[config.mk]
export PLATFORM = sky130hd
export DESIGN_NAME = ida_core
export DESIGN_NICKNAME = d
export VERILOG_FILES = /design/src/common/ida_pkg.sv /design/src/core/ida_core.sv
export SDC_FILE = /design/constraint.sdc
export NUM_CORES = 1
export LEC_CHECK = 0
export ABC_AREA = 1
export BUFFER_PORTS_ARGS = -buffer_cell sky130_fd_sc_hd__buf_2
export CORE_ASPECT_RATIO = 0.7
export CORE_UTILIZATION = 45
export CTS_BUF_LIST = sky130_fd_sc_hd__clkbuf_4
export DETAILED_ROUTE_END_ITERATION = 10
export PLACE_DENSITY = 0.69
export SKIP_CTS_REPAIR_TIMING = 1
export SLEW_MARGIN = 20
export SYNTH_ARGS = -nofsm -noshare
export SYNTH_HDL_FRONTEND = slang
export SYNTH_SLANG_ARGS = --single-unit
[constraint.sdc]
create_clock -name ref_clk -period 3.44 [get_ports ref_clk]
set_input_delay 0 -clock ref_clk [delete_from_list [all_inputs] [get_ports ref_clk]]
set_output_delay 0 -clock ref_clk [all_outputs]
set_load 0.03 [all_outputs]
[src/common/ida_pkg.sv]
/*
 * shared constants and types of the indirect data addressing unit:
 * file address map of pointer bytes and virtual access registers,
 * update modes, target classes, request and answer carriers.
 * assumes a 12-bit data space and an 8-bit core on one clock.
 */
package ida_pkg;

    // ------------------------------------------------------------
    // sizes
    // ------------------------------------------------------------
    localparam int ADDR_W = 12;
    localparam int DATA_W = 8;
    localparam int NUM_PTR = 3;

    // ------------------------------------------------------------
    // file address map
    // ------------------------------------------------------------
    // virtual access registers: base + 8*pointer + mode offset
    localparam logic [11:0] VIRT_BASE = 12'hF00;
    localparam logic [2:0] MODE_OFS_PLAIN = 3'h0;
    localparam logic [2:0] MODE_OFS_POSTDEC = 3'h1;
    localparam logic [2:0] MODE_OFS_POSTINC = 3'h2;
    localparam logic [2:0] MODE_OFS_PREINC = 3'h3;
    localparam logic [2:0] MODE_OFS_INDEXED = 3'h4;
    // pointer bytes: base + 2*pointer, low byte first
    localparam logic [11:0] PTR_BASE = 12'hF20;

    // ------------------------------------------------------------
    // wishbone register map, byte addresses
    // ------------------------------------------------------------
    localparam logic [3:0] WB_PTR0_OFS = 4'h0;
    localparam logic [3:0] WB_PTR1_OFS = 4'h4;
    localparam logic [3:0] WB_PTR2_OFS = 4'h8;
    localparam logic [3:0] WB_STAT_OFS = 4'hC;
    localparam int STAT_NULL_BIT = 16;
    localparam int STAT_PTRWR_BIT = 17;

    // ------------------------------------------------------------
    // reset values
    // ------------------------------------------------------------
    localparam logic [11:0] PTR_RST = 12'h000;
    localparam logic [7:0] NULL_READ_DATA = 8'h00;

    // ------------------------------------------------------------
    // types
    // ------------------------------------------------------------
    typedef enum logic [2:0] {
        MODE_PLAIN, MODE_POSTDEC, MODE_POSTINC, MODE_PREINC, MODE_INDEXED
    } ida_mode_t;

    typedef enum logic [1:0] {TGT_MEM, TGT_PTR, TGT_NULL} ida_tgt_t;

    typedef enum logic [1:0] {ST_IDLE, ST_MEM, ST_DATA} ida_state_t;

    typedef struct packed {
        logic write;
        logic [11:0] addr;
        logic [7:0] wdata;
    } ida_req_t;

    typedef struct packed {
        logic done;
        logic [7:0] rdata;
        logic zeroSet;
        logic keepFlags;
    } ida_rsp_t;

endpackage : ida_pkg

[src/core/ida_core.sv]
/*
 * indirect data addressing unit: three 12-bit pointers, five virtual
 * access registers per pointer, resolution of core file accesses to
 * data memory, and a classic wishbone slave for pointers and status.
 * assumes core and data memory share ref_clk; memory answers a read
 * in the cycle after memReq.
 */
`timescale 1ns/1ps
`default_nettype none

module ida_core (
    input wire logic ref_clk,
    input wire logic srst,
    // core side
    input wire ida_pkg::ida_req_t accReq,
    input wire logic accValid,
    input wire logic [7:0] workingRegister,
    output logic accReady,
    output ida_pkg::ida_rsp_t accRsp,
    // data memory side
    output logic memReq,
    output logic memWe,
    output logic [11:0] memAddr,
    output logic [7:0] memWData,
    input wire logic [7:0] memRData,
    // classic wishbone slave
    input wire logic wb_cyc_i,
    input wire logic wb_stb_i,
    input wire logic wb_we_i,
    input wire logic [3:0] wb_adr_i,
    input wire logic [3:0] wb_sel_i,
    input wire logic [31:0] wb_dat_i,
    output logic [31:0] wb_dat_o,
    output logic wb_ack_o
);

    // ------------------------------------------------------------
    // state
    // ------------------------------------------------------------
    logic [11:0] ptr_reg [ida_pkg::NUM_PTR];
    ida_pkg::ida_state_t state_reg;
    ida_pkg::ida_tgt_t tgt_reg;
    logic [7:0] localData_reg;
    logic write_reg;
    logic [11:0] lastAddr_reg;
    logic lastNull_reg;
    logic lastPtrWr_reg;

    // ------------------------------------------------------------
    // request decode
    // ------------------------------------------------------------
    logic reqVirt;
    logic [1:0] reqIdx;
    ida_pkg::ida_mode_t reqMode;
    logic [11:0] ptrCur;
    logic [11:0] ptrStep;
    logic stepEn;
    logic [11:0] effAddr;
    logic effVirt;
    logic effPtr;
    logic [1:0] effIdx;
    logic effHigh;
    ida_pkg::ida_tgt_t tgt;
    logic accept;
    logic wbReq;
    logic wbPtrWr;
    logic [31:0] wbRdData;

    assign accept = accValid && accReady;
    assign wbReq = wb_cyc_i && wb_stb_i && !wb_ack_o;
    // only aligned pointer offsets take a write; other bytes are unmapped
    assign wbPtrWr = wbReq && wb_we_i && wb_adr_i[1:0] == 2'h0 &&
        wb_adr_i[3:2] < 2'(ida_pkg::NUM_PTR);

    // any file address is first checked for a virtual register
    always_comb begin
        reqVirt = 1'b0;
        reqIdx = accReq.addr[4:3];
        reqMode = ida_pkg::MODE_PLAIN;
        if (accReq.addr[11:5] == ida_pkg::VIRT_BASE[11:5] &&
            accReq.addr[4:3] < 2'(ida_pkg::NUM_PTR)) begin
            reqVirt = 1'b1;
            if (accReq.addr[2:0] == ida_pkg::MODE_OFS_PLAIN) begin
                reqMode = ida_pkg::MODE_PLAIN;
            end else if (accReq.addr[2:0] == ida_pkg::MODE_OFS_POSTDEC) begin
                reqMode = ida_pkg::MODE_POSTDEC;
            end else if (accReq.addr[2:0] == ida_pkg::MODE_OFS_POSTINC) begin
                reqMode = ida_pkg::MODE_POSTINC;
            end else if (accReq.addr[2:0] == ida_pkg::MODE_OFS_PREINC) begin
                reqMode = ida_pkg::MODE_PREINC;
            end else if (accReq.addr[2:0] == ida_pkg::MODE_OFS_INDEXED) begin
                reqMode = ida_pkg::MODE_INDEXED;
            end else begin
                // offsets 5..7 of a slot are plain file addresses
                reqVirt = 1'b0;
            end
        end
    end

    // effective address and pointer step
    always_comb begin
        ptrCur = ptr_reg[reqIdx < 2'(ida_pkg::NUM_PTR) ? reqIdx : 2'd0];
        ptrStep = ptrCur;
        stepEn = 1'b0;
        effAddr = accReq.addr;
        if (reqVirt) begin
            case (reqMode)
                ida_pkg::MODE_PLAIN: begin
                    effAddr = ptrCur;
                end
                ida_pkg::MODE_POSTDEC: begin
                    effAddr = ptrCur;
                    ptrStep = ptrCur - 12'h001;
                    stepEn = 1'b1;
                end
                ida_pkg::MODE_POSTINC: begin
                    effAddr = ptrCur;
                    ptrStep = ptrCur + 12'h001;
                    stepEn = 1'b1;
                end
                ida_pkg::MODE_PREINC: begin
                    ptrStep = ptrCur + 12'h001;
                    effAddr = ptrStep;
                    stepEn = 1'b1;
                end
                ida_pkg::MODE_INDEXED: begin
                    // wraps inside the 4096-byte space
                    effAddr = ptrCur + {{4{workingRegister[7]}},
                        workingRegister};
                end
                default: begin
                    effAddr = ptrCur;
                end
            endcase
        end
    end

    // target class of the resolved address
    always_comb begin
        effVirt = effAddr[11:5] == ida_pkg::VIRT_BASE[11:5] &&
            effAddr[4:3] < 2'(ida_pkg::NUM_PTR) &&
            effAddr[2:0] <= ida_pkg::MODE_OFS_INDEXED;
        effPtr = effAddr[11:3] == ida_pkg::PTR_BASE[11:3] &&
            effAddr[2:1] < 2'(ida_pkg::NUM_PTR);
        effIdx = effAddr[2:1];
        effHigh = effAddr[0];
        if (reqVirt && effVirt) begin
            tgt = ida_pkg::TGT_NULL;
        end else if (effPtr) begin
            tgt = ida_pkg::TGT_PTR;
        end else begin
            tgt = ida_pkg::TGT_MEM;
        end
    end

    // ------------------------------------------------------------
    // pointers
    // ------------------------------------------------------------
    // a core pointer-byte write or pointer step wins over a wishbone write in the same cycle, so
    // software must not rewrite a pointer while code walks it
    always_ff @(posedge ref_clk) begin
        if (srst) begin
            for (int i = 0; i < ida_pkg::NUM_PTR; i++) begin
                ptr_reg[i] <= ida_pkg::PTR_RST;
            end
        end else if (accept && accReq.write && tgt == ida_pkg::TGT_PTR) begin
            // the written byte dominates any step of the same pointer
            if (effHigh) begin
                ptr_reg[effIdx][11:8] <= accReq.wdata[3:0];
            end else begin
                ptr_reg[effIdx][7:0] <= accReq.wdata;
            end
            if (stepEn && effIdx != reqIdx) begin
                ptr_reg[reqIdx] <= ptrStep;
            end
        end else if (accept && stepEn) begin
            ptr_reg[reqIdx] <= ptrStep;
        end else if (wbPtrWr) begin
            // software write, only while the core leaves pointers alone
            if (wb_sel_i[0]) begin
                ptr_reg[wb_adr_i[3:2]][7:0] <= wb_dat_i[7:0];
            end
            if (wb_sel_i[1]) begin
                ptr_reg[wb_adr_i[3:2]][11:8] <= wb_dat_i[11:8];
            end
        end
    end

    // ------------------------------------------------------------
    // access sequencer
    // ------------------------------------------------------------
    // one access in flight; ready stays low until the answer
    always_ff @(posedge ref_clk) begin
        if (srst) begin
            state_reg <= ida_pkg::ST_IDLE;
            accReady <= 1'b0;
            tgt_reg <= ida_pkg::TGT_MEM;
            write_reg <= 1'b0;
        end else begin
            case (state_reg)
                ida_pkg::ST_IDLE: begin
                    accReady <= 1'b1;
                    if (accept) begin
                        state_reg <= ida_pkg::ST_MEM;
                        accReady <= 1'b0;
                        tgt_reg <= tgt;
                        write_reg <= accReq.write;
                    end
                end
                ida_pkg::ST_MEM: begin
                    state_reg <= ida_pkg::ST_DATA;
                end
                ida_pkg::ST_DATA: begin
                    state_reg <= ida_pkg::ST_IDLE;
                    accReady <= 1'b1;
                end
                default: begin
                    state_reg <= ida_pkg::ST_IDLE;
                end
            endcase
        end
    end

    // memory request, one cycle after acceptance
    // pointer bytes and null targets stay local to the unit
    always_ff @(posedge ref_clk) begin
        if (srst) begin
            memReq <= 1'b0;
            memWe <= 1'b0;
            memAddr <= 12'h000;
            memWData <= 8'h00;
        end else begin
            memReq <= 1'b0;
            memWe <= 1'b0;
            if (accept && tgt == ida_pkg::TGT_MEM) begin
                memReq <= 1'b1;
                memWe <= accReq.write;
                memAddr <= effAddr;
                memWData <= accReq.wdata;
            end
        end
    end

    // data that does not come from memory
    always_ff @(posedge ref_clk) begin
        if (srst) begin
            localData_reg <= 8'h00;
        end else if (accept) begin
            if (tgt == ida_pkg::TGT_PTR) begin
                localData_reg <= effHigh ?
                    {4'h0, ptr_reg[effIdx][11:8]} : ptr_reg[effIdx][7:0];
            end else begin
                localData_reg <= ida_pkg::NULL_READ_DATA;
            end
        end
    end

    // answer to the core
    always_ff @(posedge ref_clk) begin
        if (srst) begin
            accRsp <= '0;
        end else begin
            accRsp.done <= 1'b0;
            if (state_reg == ida_pkg::ST_DATA) begin
                accRsp.done <= 1'b1;
                accRsp.rdata <= tgt_reg == ida_pkg::TGT_MEM ?
                    memRData : localData_reg;
                // only a null read asks for zero; steps never do
                accRsp.zeroSet <= !write_reg &&
                    tgt_reg == ida_pkg::TGT_NULL;
                accRsp.keepFlags <= write_reg &&
                    tgt_reg == ida_pkg::TGT_NULL;
            end
        end
    end

    // status of the last access, for software
    // holds until the next accepted access, not cleared on read
    always_ff @(posedge ref_clk) begin
        if (srst) begin
            lastAddr_reg <= 12'h000;
            lastNull_reg <= 1'b0;
            lastPtrWr_reg <= 1'b0;
        end else if (accept) begin
            lastAddr_reg <= effAddr;
            lastNull_reg <= tgt == ida_pkg::TGT_NULL;
            lastPtrWr_reg <= accReq.write && tgt == ida_pkg::TGT_PTR;
        end
    end

    // ------------------------------------------------------------
    // wishbone slave
    // ------------------------------------------------------------
    // read mux, decoded ahead of the register so that ack and data
    // leave flip-flops in the same cycle
    always_comb begin
        wbRdData = 32'h0000_0000;
        if (wb_adr_i == ida_pkg::WB_PTR0_OFS) begin
            wbRdData[11:0] = ptr_reg[0];
        end else if (wb_adr_i == ida_pkg::WB_PTR1_OFS) begin
            wbRdData[11:0] = ptr_reg[1];
        end else if (wb_adr_i == ida_pkg::WB_PTR2_OFS) begin
            wbRdData[11:0] = ptr_reg[2];
        end else if (wb_adr_i == ida_pkg::WB_STAT_OFS) begin
            wbRdData[11:0] = lastAddr_reg;
            wbRdData[ida_pkg::STAT_NULL_BIT] = lastNull_reg;
            wbRdData[ida_pkg::STAT_PTRWR_BIT] = lastPtrWr_reg;
        end
    end

    // pointer writes land at the request edge, the same edge that raises ack
    always_ff @(posedge ref_clk) begin
        if (srst) begin
            wb_ack_o <= 1'b0;
            wb_dat_o <= 32'h0000_0000;
        end else begin
            wb_ack_o <= wbReq;
            wb_dat_o <= 32'h0000_0000;
            if (wbReq && !wb_we_i) begin
                wb_dat_o <= wbRdData;
            end
        end
    end

endmodule : ida_core

`default_nettype wire

==> results of run 1 <==
==> through the flow <==
step | power (mW) | cell area (sq um) | setup slack, ns | util (%)
after floorplan | 2.12 | 8300 | 0.00318 | -
after global placement | 2.51 | 10100 | -0.330 | 58.0
after detailed placement | 2.51 | 10100 | -0.407 | 58.0
after CTS | 3.74 | 10500 | -0.458 | 60.0
after global routing | 4.08 | 11900 | -0.614 | 68.2
final | 3.95 | 11900 | -0.463 | 68.2
==> cell usage after synthesis, types with 2 or more instances <==
cell / number / area share, %
sky130_fd_sc_hd__o31ai_1: 2 / 0.18
sky130_fd_sc_hd__o221ai_1: 2 / 0.21
sky130_fd_sc_hd__o21ai_0: 46 / 2.8
sky130_fd_sc_hd__a221oi_1: 2 / 0.21
sky130_fd_sc_hd__o21ai_1: 5 / 0.31
sky130_fd_sc_hd__nand3_2: 5 / 0.61
sky130_fd_sc_hd__nor2_2: 3 / 0.23
sky130_fd_sc_hd__a21oi_1: 84 / 5.1
sky130_fd_sc_hd__nand2_2: 7 / 0.54
sky130_fd_sc_hd__nor3_1: 14 / 0.86
sky130_fd_sc_hd__nor2_1: 130 / 6.0
sky130_fd_sc_hd__nand2_1: 337 / 15
sky130_fd_sc_hd__a31oi_1: 4 / 0.31
sky130_fd_sc_hd__a211oi_1: 5 / 0.46
sky130_fd_sc_hd__ha_1: 13 / 2.0
sky130_fd_sc_hd__nand3_1: 100 / 6.1
sky130_fd_sc_hd__a311oi_1: 8 / 0.86
sky130_fd_sc_hd__nor3b_1: 2 / 0.18
sky130_fd_sc_hd__edfxtp_1: 48 / 18
sky130_fd_sc_hd__nand3b_1: 4 / 0.37
sky130_fd_sc_hd__nand4_1: 10 / 0.77
sky130_fd_sc_hd__clkinv_1: 6 / 0.28
sky130_fd_sc_hd__buf_4: 26 / 2.4
sky130_fd_sc_hd__dfxtp_1: 76 / 19
sky130_fd_sc_hd__buf_2: 11 / 0.67
sky130_fd_sc_hd__xor2_1: 4 / 0.43
sky130_fd_sc_hd__or2_2: 3 / 0.23
sky130_fd_sc_hd__o21ai_2: 2 / 0.21
sky130_fd_sc_hd__o22ai_1: 7 / 0.54
sky130_fd_sc_hd__a32o_1: 2 / 0.25
sky130_fd_sc_hd__inv_1: 117 / 5.4
sky130_fd_sc_hd__clkbuf_1: 23 / 1.1
sky130_fd_sc_hd__inv_2: 13 / 0.60
sky130_fd_sc_hd__o21bai_1: 36 / 3.3
sky130_fd_sc_hd__buf_1: 3 / 0.14
sky130_fd_sc_hd__o211ai_1: 38 / 3.5
==> final cells by class <==
class | count | area share [%]
Tap cell | 231 | 2.43
Sequential cell | 124 | 24.9
Timing Repair inverter | 2 | 0.168
Multi-Input combinational cell | 912 | 43.6
Clock inverter | 14 | 1.81
Clock buffer | 18 | 1.13
Timing Repair Buffer | 334 | 21.6
Inverter | 136 | 4.41
==> power groups by stage <==
stage	combinational, mW	clock [mW]	sequential [mW]
2_1_floorplan	0.446	0	1.68
3_5_place_dp	0.854	0	1.66
6_report	1.05	1.27	1.63
5_1_grt	1.11	1.33	1.64
4_1_cts	0.859	1.26	1.63
3_3_place_gp	0.849	0	1.66
==> tightest hold or removal path: stages <==
cell and delay (ns):
sky130_fd_sc_hd__buf_2 0.07, sky130_fd_sc_hd__o211ai_1 0.10, sky130_fd_sc_hd__nand2_2 0.16, sky130_fd_sc_hd__buf_6 0.11
==> per-layer routing <==
layer	routed length [um]	global-route usage, %	vias to the layer above
met5	0	0	-
met2	13700	43.3	625
met4	618	6.29	0
li1	-	-	4628
met3	4570	8.12	52
met1	15400	52.2	4566
==> worst max-delay path by stage <==
stage                       startpoint                  endpoint  slack (ns)  cells past startpoint
4_1_cts        ptr_reg[0][0]$_DFFE_PP_   ptr_reg[2][8]$_DFFE_PP_       -0.46                     28
2_1_floorplan  ptr_reg[0][0]$_DFFE_PP_   ptr_reg[0][0]$_DFFE_PP_       0.003                     28
3_3_place_gp   ptr_reg[0][0]$_DFFE_PP_   ptr_reg[2][5]$_DFFE_PP_       -0.33                     29
5_1_grt        ptr_reg[0][0]$_DFFE_PP_   ptr_reg[0][1]$_DFFE_PP_       -0.61                     29
3_5_place_dp   ptr_reg[0][0]$_DFFE_PP_   ptr_reg[2][8]$_DFFE_PP_       -0.41                     28
6_report       ptr_reg[0][0]$_DFFE_PP_  ptr_reg[1][10]$_DFFE_PP_       -0.46                     29
==> logic make-up after synthesis <==
| group | after synthesis | synth area share [%] |
|---|---|---|
| simple gates | 617 | 31.6 |
| compound gates | 247 | 18.8 |
| buf+inv | 200 | 10.6 |
| flops | 124 | 36.3 |
| fa+ha+maj | 14 | 2.24 |
| xor+xnor | 4 | 0.429 |
| other cells | 1 | 0.0459 |
==> out/qor.json, run 1 <==
{
  "outcome": {"value": "finished, violations left"},
  "worst_path_max_delay_cell": {"value": "sky130_fd_sc_hd__edfxtp_1"},
  "hold_viol_final": {"value": 0},
  "n_fill_cell": {"value": 1458},
  "drv.max_cap_violation_count": {"value": 0},
  "hp-start": {"value": "wb_dat_i[4]"},
  "core.rowCount": {"value": 40},
  "number_of_flip_flops_in_the_largest_register": {"value": 48},
  "synthCells": {"value": 1207},
  "critical_path_buf_inv_count": {"value": 6},
  "rsz0062_at_grt": {"value": "true"},
  "setup_ws": {"value": -0.463, "unit": "ns"},
  "grt_pass1_wl": {"value": 45.9, "unit": "mm"},
  "hold_class": {"value": "in2reg"},
  "p_int": {"value": 2.66, "unit": "mW"},
  "clkPwrFrac": {"value": 32.1, "unit": "%"},
  "ys_seq_elements": {"value": 124},
  "regToRegStartpoint": {"value": "ptr_reg[0][0]$_DFFE_PP_"},
  "drt_wl_total": {"value": 34.3, "unit": "mm"},
  "fp.dieArea": {"value": 0.0187, "unit": "sq mm"},
  "dp.final_hpwl": {"value": 24.8, "unit": "mm"},
  "cts-root-to-sink-buffers": {"value": 2},
  "port_buffers": {"value": 109},
  "cts.reportedPaths.clkPinSlew": {"value": 0.13, "unit": "ns"},
  "most-common-layout-cells": {"value": "281 x sky130_fd_sc_hd__nand2_1, 159 x sky130_fd_sc_hd__buf_4, 125 x sky130_fd_sc_hd__nor2_1"},
  "cts.sink_count": {"value": 124},
  "core": {"value": 0.0175, "unit": "sq mm"},
  "timing.setup.critical_path_class": {"value": "reg2reg"},
  "drt_iter0_drc": {"value": 1420},
  "dieWidth": {"value": 163, "unit": "um"},
  "drt-wirelength-per-cell": {"value": 19.4, "unit": "um"},
  "seq_area_frac_synth": {"value": 36.3, "unit": "%"},
  "place.detailed.instances": {"value": 1685},
  "r2r_setup_slack": {"value": -0.46, "unit": "ns"},
  "syn-mean-instance-area": {"value": 6.77, "unit": "sq um"},
  "postSynth.topFlopCell": {"value": "sky130_fd_sc_hd__dfxtp_1"},
  "total_leakage_power": {"value": 5.59, "unit": "nW"},
  "num_cts_buffers": {"value": 17},
  "initial_core_util": {"value": 46.8, "unit": "%"},
  "drtPass1Iterations": {"value": 6},
  "ant_nets": {"value": 0},
  "worst_ep_arrival_time": {"value": 4.16, "unit": "ns"},
  "net-switching-power": {"value": 1.29, "unit": "mW"},
  "drc_viols": {"value": 0},
  "clk_latency": {"value": 0.53, "unit": "ns"},
  "most_frequent_cell_on_the_critical_path": {"value": "sky130_fd_sc_hd__nand2_1"},
  "final_weighted_congestion_in_routability_driven_placement": {"value": 1.05},
  "cp_max_fo": {"value": 6},
  "failed_checks": {"value": "setup timing"},
  "whs_endpoint": {"value": "ptr_reg[3][4]$_DFFE_PP_"},
  "report.final.setup_viol": {"value": 117},
  "number_of_antenna_violations_at_the_first_check_in_global_routing": {"value": 0},
  "netlist_area_pre_place": {"value": 0.00817, "unit": "sq mm"},
  "cpLargestDelayFamily": {"value": "simple AND/OR/NAND/NOR gates"},
  "p_seq_share": {"value": 41.4, "unit": "%"},
  "io-pin-count": {"value": 150},
  "async_flop_share": {"value": 0, "unit": "%"},
  "timing.critical_path.slowest_cell_delay": {"value": 0.45, "unit": "ns"},
  "setup_total_negative_slack": {"value": -43.63, "unit": "ns"},
  "skew": {"value": 0.0373, "unit": "ns"},
  "worstReg2RegEnd": {"value": "ptr_reg[1][10]$_DFFE_PP_"},
  "comb_power_share": {"value": 26.5, "unit": "%"},
  "area.sequential": {"value": 0.00296, "unit": "sq mm"},
  "dieHeight": {"value": 115, "unit": "um"},
  "worst_slew_pin_slew": {"value": 1.18, "unit": "ns"},
  "route.vias.total": {"value": 9871},
  "cts-root-buf": {"value": "sky130_fd_sc_hd__clkbuf_4"},
  "drive_above_1_share": {"value": 32.5, "unit": "%"},
  "multiInputGateArea": {"value": 0.00520, "unit": "sq mm"},
  "via_per_inst": {"value": 5.57},
  "ys_types": {"value": 45},
  "overflow": {"value": 0},
  "globalRouteTotalUtil": {"value": 32.7, "unit": "%"},
  "power-per-cell-area": {"value": 331, "unit": "mW/mm^2"},
  "num-nets-final": {"value": 1624},
  "pin_count_of_the_biggest_net_entering_global_routing": {"value": 36},
  "antenna_cells_inserted": {"value": 0},
  "min_period_over_period": {"value": 113, "unit": "%"},
  "final_common_cell": {"value": "sky130_fd_sc_hd__nand2_1"},
  "tritoncts": {"value": "done"},
  "irDropWorstVdd": {"value": 0.281, "unit": "mV"},
  "r2r_cells": {"value": 29},
  "critPathLaunchType": {"value": "flop"},
  "synth.yosys.warnings": {"value": 0},
  "cts_htree_levels": {"value": 4},
  "power.share.switching": {"value": 32.7, "unit": "%"},
  "synth-edff-count": {"value": 48},
  "number_of_pins_with_negative_max_slew_slack_in_the_final_report": {"value": 0},
  "timing.fmax": {"value": 0.256, "unit": "GHz"},
  "period_needed": {"value": 3.90, "unit": "ns"},
  "first_global_vias": {"value": 8107},
  "setup.worst_path.end_class": {"value": "flop"},
  "holdPathStages": {"value": 4},
  "required_time_of_the_worst_setup_path": {"value": 3.70, "unit": "ns"},
  "whs": {"value": 0.00889, "unit": "ns"},
  "max-slew-margin-rel": {"value": 20.9, "unit": "%"},
  "area_delta_synth_final": {"value": 45.9, "unit": "%"},
  "finish.cell_count_without_fillers": {"value": 1771}
}
No activity file was read; power rests on OpenSTA's default activity.
==> run 2: changes to the inputs <==
--- a/config.mk
+++ b/config.mk
@@ -11,7 +11,7 @@
 export CORE_UTILIZATION = 45
 export CTS_BUF_LIST = sky130_fd_sc_hd__clkbuf_4
 export DETAILED_ROUTE_END_ITERATION = 10
-export PLACE_DENSITY = 0.69
+export PLACE_DENSITY = 0.67
 export SKIP_CTS_REPAIR_TIMING = 1
 export SLEW_MARGIN = 20
 export SYNTH_ARGS = -nofsm -noshare
==> constraint.sdc (replaced) <==
create_clock -name ref_clk -period 4.8 [get_ports ref_clk]
set_input_delay 0 -clock ref_clk [delete_from_list [all_inputs] [get_ports ref_clk]]
set_output_delay 0 -clock ref_clk [all_outputs]
set_load 0.03 [all_outputs]
==> out/qor.json, run 2 (synthesis results as in run 1) <==
{
  "outcome": {"value": "finished, violations left"},
  "failed_checks": {"value": "hold timing"},
  "drt_wl_total": {"value": 29.9, "unit": "mm"},
  "r2r_setup_slack": {"value": 0.50, "unit": "ns"},
  "detail_route.wirelength.met1": {"value": 14.1, "unit": "mm"},
  "drv.max_cap_violation_count": {"value": 0},
  "cp_max_fo": {"value": 18},
  "met2_routed_wirelength": {"value": 11.4, "unit": "mm"},
  "initial_core_util": {"value": 46.8, "unit": "%"},
  "timing.fmax": {"value": 0.232, "unit": "GHz"},
  "fp.dieArea": {"value": 0.0187, "unit": "sq mm"},
  "number_of_antenna_violations_at_the_first_check_in_global_routing": {"value": 0},
  "cts.sink_count": {"value": 124},
  "cts-root-to-sink-buffers": {"value": 2},
  "dr_top_layer": {"value": "met4"},
  "hold_class": {"value": "in2reg"},
  "cts-root-buf": {"value": "sky130_fd_sc_hd__clkbuf_4"},
  "startpoint": {"value": "ptr_reg[0][3]$_DFFE_PP_"},
  "regToRegStartpoint": {"value": "ptr_reg[0][3]$_DFFE_PP_"},
  "max-slew-margin-rel": {"value": 39.2, "unit": "%"},
  "worst_slew_pin_slew": {"value": 0.909, "unit": "ns"},
  "core": {"value": 0.0175, "unit": "sq mm"},
  "dp.final_hpwl": {"value": 22.6, "unit": "mm"},
  "whs": {"value": -0.0159, "unit": "ns"},
  "clk_latency": {"value": 0.55, "unit": "ns"},
  "irDropWorstVdd": {"value": 0.196, "unit": "mV"},
  "overflow": {"value": 0},
  "globalRouteTotalUtil": {"value": 31.5, "unit": "%"},
  "setup.worst_path.end_class": {"value": "flop"},
  "rsz0062_at_grt": {"value": "false"},
  "cts_htree_levels": {"value": 4},
  "port_buffers": {"value": 109},
  "drt_iter0_drc": {"value": 1160},
  "timing.setup.critical_path_class": {"value": "reg2reg"},
  "worst_ep_arrival_time": {"value": 4.56, "unit": "ns"},
  "number_of_pins_with_negative_max_slew_slack_in_the_final_report": {"value": 0},
  "min_period_over_period": {"value": 89.6, "unit": "%"},
  "drt-wirelength-per-cell": {"value": 18.5, "unit": "um"},
  "required_time_of_the_worst_setup_path": {"value": 5.06, "unit": "ns"},
  "placedInstanceArea": {"value": 0.00908, "unit": "sq mm"},
  "detailed_routed_wire_length_on_met3": {"value": 4.00, "unit": "mm"},
  "total_leakage_power": {"value": 4.65, "unit": "nW"},
  "drive_above_1_share": {"value": 15.5, "unit": "%"},
  "skew": {"value": 0.0286, "unit": "ns"},
  "antenna_cells_inserted": {"value": 0},
  "dieWidth": {"value": 163, "unit": "um"},
  "drtPass1Iterations": {"value": 6},
  "ant_nets": {"value": 0},
  "tritoncts": {"value": "done"},
  "r2r_cells": {"value": 22},
  "most-common-layout-cells": {"value": "337 x sky130_fd_sc_hd__nand2_1, 130 x sky130_fd_sc_hd__nor2_1, 117 x sky130_fd_sc_hd__inv_1"},
  "area_delta_synth_final": {"value": 19.9, "unit": "%"},
  "route.vias.total": {"value": 9071},
  "worstReg2RegEnd": {"value": "ptr_reg[1][8]$_DFFE_PP_"},
  "period_needed": {"value": 4.30, "unit": "ns"},
  "final_common_cell": {"value": "sky130_fd_sc_hd__nand2_1"},
  "power-per-cell-area": {"value": 267, "unit": "mW/mm^2"},
  "final_weighted_congestion_in_routability_driven_placement": {"value": 0.987},
  "cts.reportedPaths.clkPinSlew": {"value": 0.12, "unit": "ns"},
  "core.rowCount": {"value": 40},
  "report.final.setup_viol": {"value": 0},
  "drc_viols": {"value": 0},
  "via_per_inst": {"value": 5.60},
  "critPathCapture": {"value": "ptr_reg[1][8]$_DFFE_PP_"},
  "num_cts_buffers": {"value": 17},
  "setup_total_negative_slack": {"value": 0, "unit": "ns"},
  "grt_pass1_wl": {"value": 44.2, "unit": "mm"},
  "num-nets-final": {"value": 1473},
  "pin_count_of_the_biggest_net_entering_global_routing": {"value": 37},
  "dieHeight": {"value": 115, "unit": "um"},
  "hold_viol_final": {"value": 3},
  "io-pin-count": {"value": 150},
  "finish.instance_area": {"value": 0.00980, "unit": "sq mm"},
  "first_global_vias": {"value": 7654},
  "critPathLaunchType": {"value": "flop"},
  "number_of_flip_flops_in_the_largest_register": {"value": 48}
}
run 2: cell count changes in the layout (fill, tap and decap cells not counted), moves of 7 or more:
cell                            before  now
sky130_fd_sc_hd__nand3_4            12    0
sky130_fd_sc_hd__a21oi_1            64   84
sky130_fd_sc_hd__dlygate4sd3_1      29   37
sky130_fd_sc_hd__buf_4             159   37
sky130_fd_sc_hd__nand2_4            20    0
sky130_fd_sc_hd__buf_6              24    0
sky130_fd_sc_hd__a21oi_2            18    0
sky130_fd_sc_hd__nand2_2            39    7
sky130_fd_sc_hd__nand3_1            82  100
sky130_fd_sc_hd__nand2_1           281  337
sky130_fd_sc_hd__o21ai_0            38   46
sky130_fd_sc_hd__buf_12              9    2
sky130_fd_sc_hd__inv_1             107  117
run 2: how the worst min path moves through the flow:
stage	start	endpoint	slack, ns	cells after the start
finish	wb_dat_i[7]	ptr_reg[3][7]$_DFFE_PP_	-0.02	3
global route	wb_dat_i[2]	ptr_reg[3][2]$_DFFE_PP_	0.0003	3
CTS	accReq[7]	memWData[7]$_SDFFE_PP0P_	-0.31	3
detailed placement	accReq[3]	memWData[3]$_SDFFE_PP0P_	0.27	3
global placement	accReq[3]	memWData[3]$_SDFFE_PP0P_	0.26	3
floorplan	accReq[5]	memWData[5]$_SDFFE_PP0P_	0.14	2
run 2: worst max-delay path, stage by stage, from the launching register on:
cell                       delay (ns)
sky130_fd_sc_hd__edfxtp_1        0.51
sky130_fd_sc_hd__inv_1           0.12
sky130_fd_sc_hd__nand2_1         0.08
sky130_fd_sc_hd__nand3_1         0.10
sky130_fd_sc_hd__nand2_2         0.08
sky130_fd_sc_hd__ha_1            0.37
sky130_fd_sc_hd__a21oi_1         0.30
sky130_fd_sc_hd__nor2_1          0.09
sky130_fd_sc_hd__nor2_1          0.12
sky130_fd_sc_hd__nand3_1         0.09
sky130_fd_sc_hd__nand3_1         0.09
sky130_fd_sc_hd__o21ai_0         0.08
sky130_fd_sc_hd__inv_1           0.06
sky130_fd_sc_hd__nand2_1         0.07
sky130_fd_sc_hd__a21oi_1         0.29
sky130_fd_sc_hd__nand3_1         0.17
sky130_fd_sc_hd__nor2_2          0.17
sky130_fd_sc_hd__nand3_2         0.22
sky130_fd_sc_hd__buf_4           0.27
sky130_fd_sc_hd__o211ai_1        0.12
sky130_fd_sc_hd__nand2_2         0.17
sky130_fd_sc_hd__nand3_1         0.25
sky130_fd_sc_hd__nand2_1         0.19
run 2: cell type report:
class | instances | area, sq um
Clock buffer | 17 | 128
Clock inverter | 15 | 220
Fill cell | 1764 | 7670
Inverter | 136 | 510
Multi-Input combinational cell | 912 | 4450
Sequential cell | 124 | 2960
Tap cell | 231 | 289
Timing Repair Buffer | 185 | 1230
run 2: layer usage:
| metal | track usage, % | vias up |
|---|---|---|
| met1 | 50.4 | 4136 |
| met5 | 0 | - |
| met3 | 9.13 | 37 |
| met4 | 7.23 | 0 |
| li1 | - | 4327 |
| met2 | 40.2 | 571 |
run 2: where the power goes:
part | total [mW] | internal (mW) | switching (mW)
clock network | 0.900 | 0.467 | 0.433
registers | 1.17 | 1.14 | 0.0336
logic | 0.547 | 0.169 | 0.378
run 2: per-stage QoR:
stage	std cells	hold WS [ns]	setup slack (ns)	util [%]	power, mW
floorplan	1236	0.144	1.25	-	1.52
global placement	1551	0.264	0.482	52.0	1.69
detailed placement	1551	0.273	0.382	52.0	1.70
CTS	1583	-0.309	0.647	54.0	2.57
global route	1620	0.000275	0.0964	56.1	2.71
finish	1620	-0.0159	0.499	56.1	2.62
==> run 3: changes to the inputs <==
--- a/config.mk
+++ b/config.mk
@@ -5,7 +5,7 @@
 export SDC_FILE = /design/constraint.sdc
 export NUM_CORES = 1
 export LEC_CHECK = 0
-export ABC_AREA = 1
+export ABC_AREA = 0
 export BUFFER_PORTS_ARGS = -buffer_cell sky130_fd_sc_hd__buf_2
 export CORE_ASPECT_RATIO = 0.7
 export CORE_UTILIZATION = 45
==> constraint.sdc (replaced) <==
create_clock -name ref_clk -period 4.8 [get_ports ref_clk]
set_input_delay 0 -clock ref_clk [delete_from_list [all_inputs] [get_ports ref_clk]]
set_output_delay 0 -clock ref_clk [all_outputs]
set_load 0.02 [all_outputs]
==> out/qor.json, run 3 <==
{
  "placedInstanceArea": {"value": 0.00904, "unit": "sq mm"},
  "period_needed": {"value": 4.53, "unit": "ns"},
  "seq_area_frac_synth": {"value": 37.1, "unit": "%"},
  "via_per_inst": {"value": 5.93},
  "ys_top_cells_by_area": {"value": "sky130_fd_sc_hd__dfxtp_1 19%, sky130_fd_sc_hd__edfxtp_1 18%, sky130_fd_sc_hd__mux2i_1 7.4%"},
  "drc_viols": {"value": 0},
  "cp_num_cells": {"value": 18},
  "async_flop_share": {"value": 0, "unit": "%"},
  "tritoncts": {"value": "done"},
  "yosys.area_share.adder": {"value": 2.29, "unit": "%"},
  "io-pin-count": {"value": 150},
  "num-nets-final": {"value": 1137},
  "cts.sink_count": {"value": 124},
  "cts-root-to-sink-buffers": {"value": 2},
  "drt_iter0_drc": {"value": 880},
  "pin_count_of_the_biggest_net_entering_global_routing": {"value": 68},
  "cts.reportedPaths.clkPinSlew": {"value": 0.13, "unit": "ns"},
  "p_seq_share": {"value": 45.6, "unit": "%"},
  "post-synth-top-area-cell": {"value": "sky130_fd_sc_hd__dfxtp_1"},
  "area_delta_synth_final": {"value": 22.1, "unit": "%"},
  "most_frequent_cell_on_the_critical_path": {"value": "sky130_fd_sc_hd__buf_4"},
  "synth_simple_gate_area_share": {"value": 18.6, "unit": "%"},
  "core": {"value": 0.0173, "unit": "sq mm"},
  "rsz0062_at_grt": {"value": "false"},
  "irDropWorstVdd": {"value": 0.192, "unit": "mV"},
  "first_global_vias": {"value": 6572},
  "route.vias.total": {"value": 7616},
  "worst_slew_pin_slew": {"value": 1.15, "unit": "ns"},
  "p_int": {"value": 1.76, "unit": "mW"},
  "timing.setup.critical_path_class": {"value": "reg2reg"},
  "synth_top_area_share": {"value": 19.1, "unit": "%"},
  "fp.dieArea": {"value": 0.0183, "unit": "sq mm"},
  "clkPwrFrac": {"value": 33.4, "unit": "%"},
  "grt_pass1_wl": {"value": 38.0, "unit": "mm"},
  "worst_path_max_delay_cell": {"value": "sky130_fd_sc_hd__a2111o_1"},
  "drt_wl_total": {"value": 25.6, "unit": "mm"},
  "critPathLaunchType": {"value": "flop"},
  "net-switching-power": {"value": 0.783, "unit": "mW"},
  "ant_nets": {"value": 0},
  "report.final.setup_viol": {"value": 0},
  "synth_compound_area_share": {"value": 21.0, "unit": "%"},
  "number_of_flip_flops_in_the_largest_register": {"value": 48},
  "dp.final_hpwl": {"value": 19.0, "unit": "mm"},
  "drtPass1Iterations": {"value": 5},
  "ys_types": {"value": 85},
  "finish.instance_area": {"value": 0.00975, "unit": "sq mm"},
  "outcome": {"value": "finished, final reports clean"},
  "required_time_of_the_worst_setup_path": {"value": 5.07, "unit": "ns"},
  "initial_core_util": {"value": 46.2, "unit": "%"},
  "critical_path_buf_inv_count": {"value": 4},
  "number_of_pins_with_negative_max_slew_slack_in_the_final_report": {"value": 0},
  "postSynth.topFlopCell": {"value": "sky130_fd_sc_hd__dfxtp_1"},
  "drive_above_1_share": {"value": 25.9, "unit": "%"},
  "cts-root-buf": {"value": "sky130_fd_sc_hd__clkbuf_4"},
  "holdPathStages": {"value": 3},
  "core.rowCount": {"value": 40},
  "overflow": {"value": 0},
  "drt-wirelength-per-cell": {"value": 19.9, "unit": "um"},
  "synthCells": {"value": 857},
  "core_util_final": {"value": 56.5, "unit": "%"},
  "synth.mux.area_fraction": {"value": 12.6, "unit": "%"},
  "final_weighted_congestion_in_routability_driven_placement": {"value": 0.965},
  "cts_htree_levels": {"value": 4},
  "clk_latency": {"value": 0.53, "unit": "ns"},
  "timing.critical_path.slowest_cell_delay": {"value": 0.46, "unit": "ns"},
  "max-slew-margin-rel": {"value": 23.3, "unit": "%"},
  "post-synth-top-count-cell": {"value": "sky130_fd_sc_hd__dfxtp_1"},
  "min_period_over_period": {"value": 94.4, "unit": "%"},
  "comb_power_share": {"value": 20.9, "unit": "%"},
  "synth-edff-count": {"value": 48},
  "port_buffers": {"value": 109},
  "most-common-layout-cells": {"value": "109 x sky130_fd_sc_hd__buf_2, 76 x sky130_fd_sc_hd__dfxtp_1, 71 x sky130_fd_sc_hd__nand2_1"},
  "ys_top_cells_by_count": {"value": "76 x sky130_fd_sc_hd__dfxtp_1, 71 x sky130_fd_sc_hd__nand2_1, 59 x sky130_fd_sc_hd__mux2i_1"},
  "synth_xor_area_share": {"value": 2.08, "unit": "%"},
  "cp_max_fo": {"value": 8},
  "setup_total_negative_slack": {"value": 0, "unit": "ns"},
  "timing.fmax": {"value": 0.221, "unit": "GHz"},
  "r2r_cells": {"value": 18},
  "combinational_family_with_the_most_area_after_synthesis": {"value": "compound AO/OA/AOI/OAI gates"},
  "final_common_cell": {"value": "sky130_fd_sc_hd__buf_2"},
  "cpLargestDelayFamily": {"value": "simple AND/OR/NAND/NOR gates"},
  "setup.worst_path.end_class": {"value": "flop"},
  "number_of_antenna_violations_at_the_first_check_in_global_routing": {"value": 1},
  "hold_viol_final": {"value": 0},
  "total_leakage_power": {"value": 3.97, "unit": "nW"},
  "crit_path_cell_trace": {"value": "mux2i_1, mux2i_4, ha_1, inv_1, fa_1, nor2b_1, o21ai_0, buf_4, o21ai_0, buf_4, xor2_1, a2111o_1, nor3_2, nand4_4, nor3_4, mux2i_1, buf_4, o22ai_1"},
  "post-layout-total-power": {"value": 2.54, "unit": "mW"},
  "dieWidth": {"value": 161, "unit": "um"},
  "dieHeight": {"value": 113, "unit": "um"},
  "skew": {"value": 0.0182, "unit": "ns"},
  "power-per-cell-area": {"value": 260, "unit": "mW/mm^2"},
  "ys_seq_elements": {"value": 124},
  "synth.yosys.warnings": {"value": 0},
  "netlist_area_pre_place": {"value": 0.00799, "unit": "sq mm"},
  "power.share.switching": {"value": 30.8, "unit": "%"},
  "hold_class": {"value": "in2reg"},
  "syn-mean-instance-area": {"value": 9.32, "unit": "sq um"},
  "drv.max_cap_violation_count": {"value": 0},
  "num_cts_buffers": {"value": 17},
  "globalRouteTotalUtil": {"value": 27.4, "unit": "%"},
  "worst_ep_arrival_time": {"value": 4.80, "unit": "ns"}
}
run 3: cell types whose count changed in the layout (fill, tap and decap cells not counted), moves of 23 or more:
cell / before / now
sky130_fd_sc_hd__o21bai_1: 36 / 2
sky130_fd_sc_hd__o22ai_1: 7 / 39
sky130_fd_sc_hd__o211ai_1: 38 / 6
sky130_fd_sc_hd__buf_4: 37 / 60
sky130_fd_sc_hd__nand2_1: 337 / 71
sky130_fd_sc_hd__nand3_1: 100 / 13
sky130_fd_sc_hd__inv_1: 117 / 19
sky130_fd_sc_hd__mux2i_1: 0 / 59
sky130_fd_sc_hd__a21oi_1: 84 / 55
sky130_fd_sc_hd__nor2_1: 130 / 56
run 3: per-layer routing:
layer / up-vias / global-route usage, % / share of wire [%]
li1: 3556 / - / -
met1: 3588 / 41.7 / 46
met2: 441 / 37.5 / 41
met3: 31 / 8.04 / 12
met4: 0 / 5.79 / 1.4
met5: - / 0 / 0
run 3: worst paths after layout:
kind / from / endpoint / slack (ns)
setup reg to reg: ptr_reg[1][0]$_DFFE_PP_ / ptr_reg[1][7]$_DFFE_PP_ / 0.27
setup / recovery: ptr_reg[1][0]$_DFFE_PP_ / ptr_reg[1][7]$_DFFE_PP_ / 0.27
hold reg to reg: localData_reg[4]$_SDFFE_PP0P_ / localData_reg[4]$_SDFFE_PP0P_ / 0.46
hold / removal: wb_we_i / wb_dat_o[9]$_SDFF_PP0_ / 0.04
run 3: final cells by class:
type | count | area, sq um
tap | 231 | 289
antenna | 1 | 2.50
timing repair buffer | 210 | 1440
clock inverter | 15 | 195
fill | 1563 | 7520
sequential | 124 | 2960
inverter | 24 | 97.6
multi-input combinational | 663 | 4640
clock buffer | 17 | 128
run 3: worst register-to-register path, cell delays in order, from the launching register on:
cell	delay [ns]
sky130_fd_sc_hd__edfxtp_1	0.43
sky130_fd_sc_hd__mux2i_1	0.13
sky130_fd_sc_hd__mux2i_4	0.20
sky130_fd_sc_hd__ha_1	0.22
sky130_fd_sc_hd__inv_1	0.06
sky130_fd_sc_hd__fa_1	0.41
sky130_fd_sc_hd__nor2b_1	0.12
sky130_fd_sc_hd__o21ai_0	0.10
sky130_fd_sc_hd__buf_4	0.16
sky130_fd_sc_hd__o21ai_0	0.16
sky130_fd_sc_hd__buf_4	0.16
sky130_fd_sc_hd__xor2_1	0.07
sky130_fd_sc_hd__a2111o_1	0.46
sky130_fd_sc_hd__nor3_2	0.19
sky130_fd_sc_hd__nand4_4	0.18
sky130_fd_sc_hd__nor3_4	0.43
sky130_fd_sc_hd__mux2i_1	0.46
sky130_fd_sc_hd__buf_4	0.24
sky130_fd_sc_hd__o22ai_1	0.08
run 3: metrics by stage:
stage / hold slack, ns / setup WS, ns / std cells
after CTS: -0.296 / 0.383 / 1246
after global placement: 0.270 / 0.457 / 1214
after detailed placement: 0.274 / 0.406 / 1214
after floorplan: 0.0995 / 0.341 / 886
after global routing: 0.0459 / 0.0374 / 1284
final: 0.0386 / 0.270 / 1285
run 3: logic make-up after synthesis:
family | Yosys count
compound gates | 247
fa+ha+maj | 14
buf+inv | 99
other cells | 1
xor+xnor | 19
flops | 124
mux | 87
simple gates | 266
run 3: power by group through the flow:
stage          clock network (mW)  logic [mW]  registers, mW
6_report                    0.849       0.532           1.16
3_5_place_dp                    0       0.497           1.18
4_1_cts                     0.847       0.499           1.16
3_3_place_gp                    0       0.490           1.18
5_1_grt                     0.901       0.569           1.16
2_1_floorplan                   0       0.323           1.19
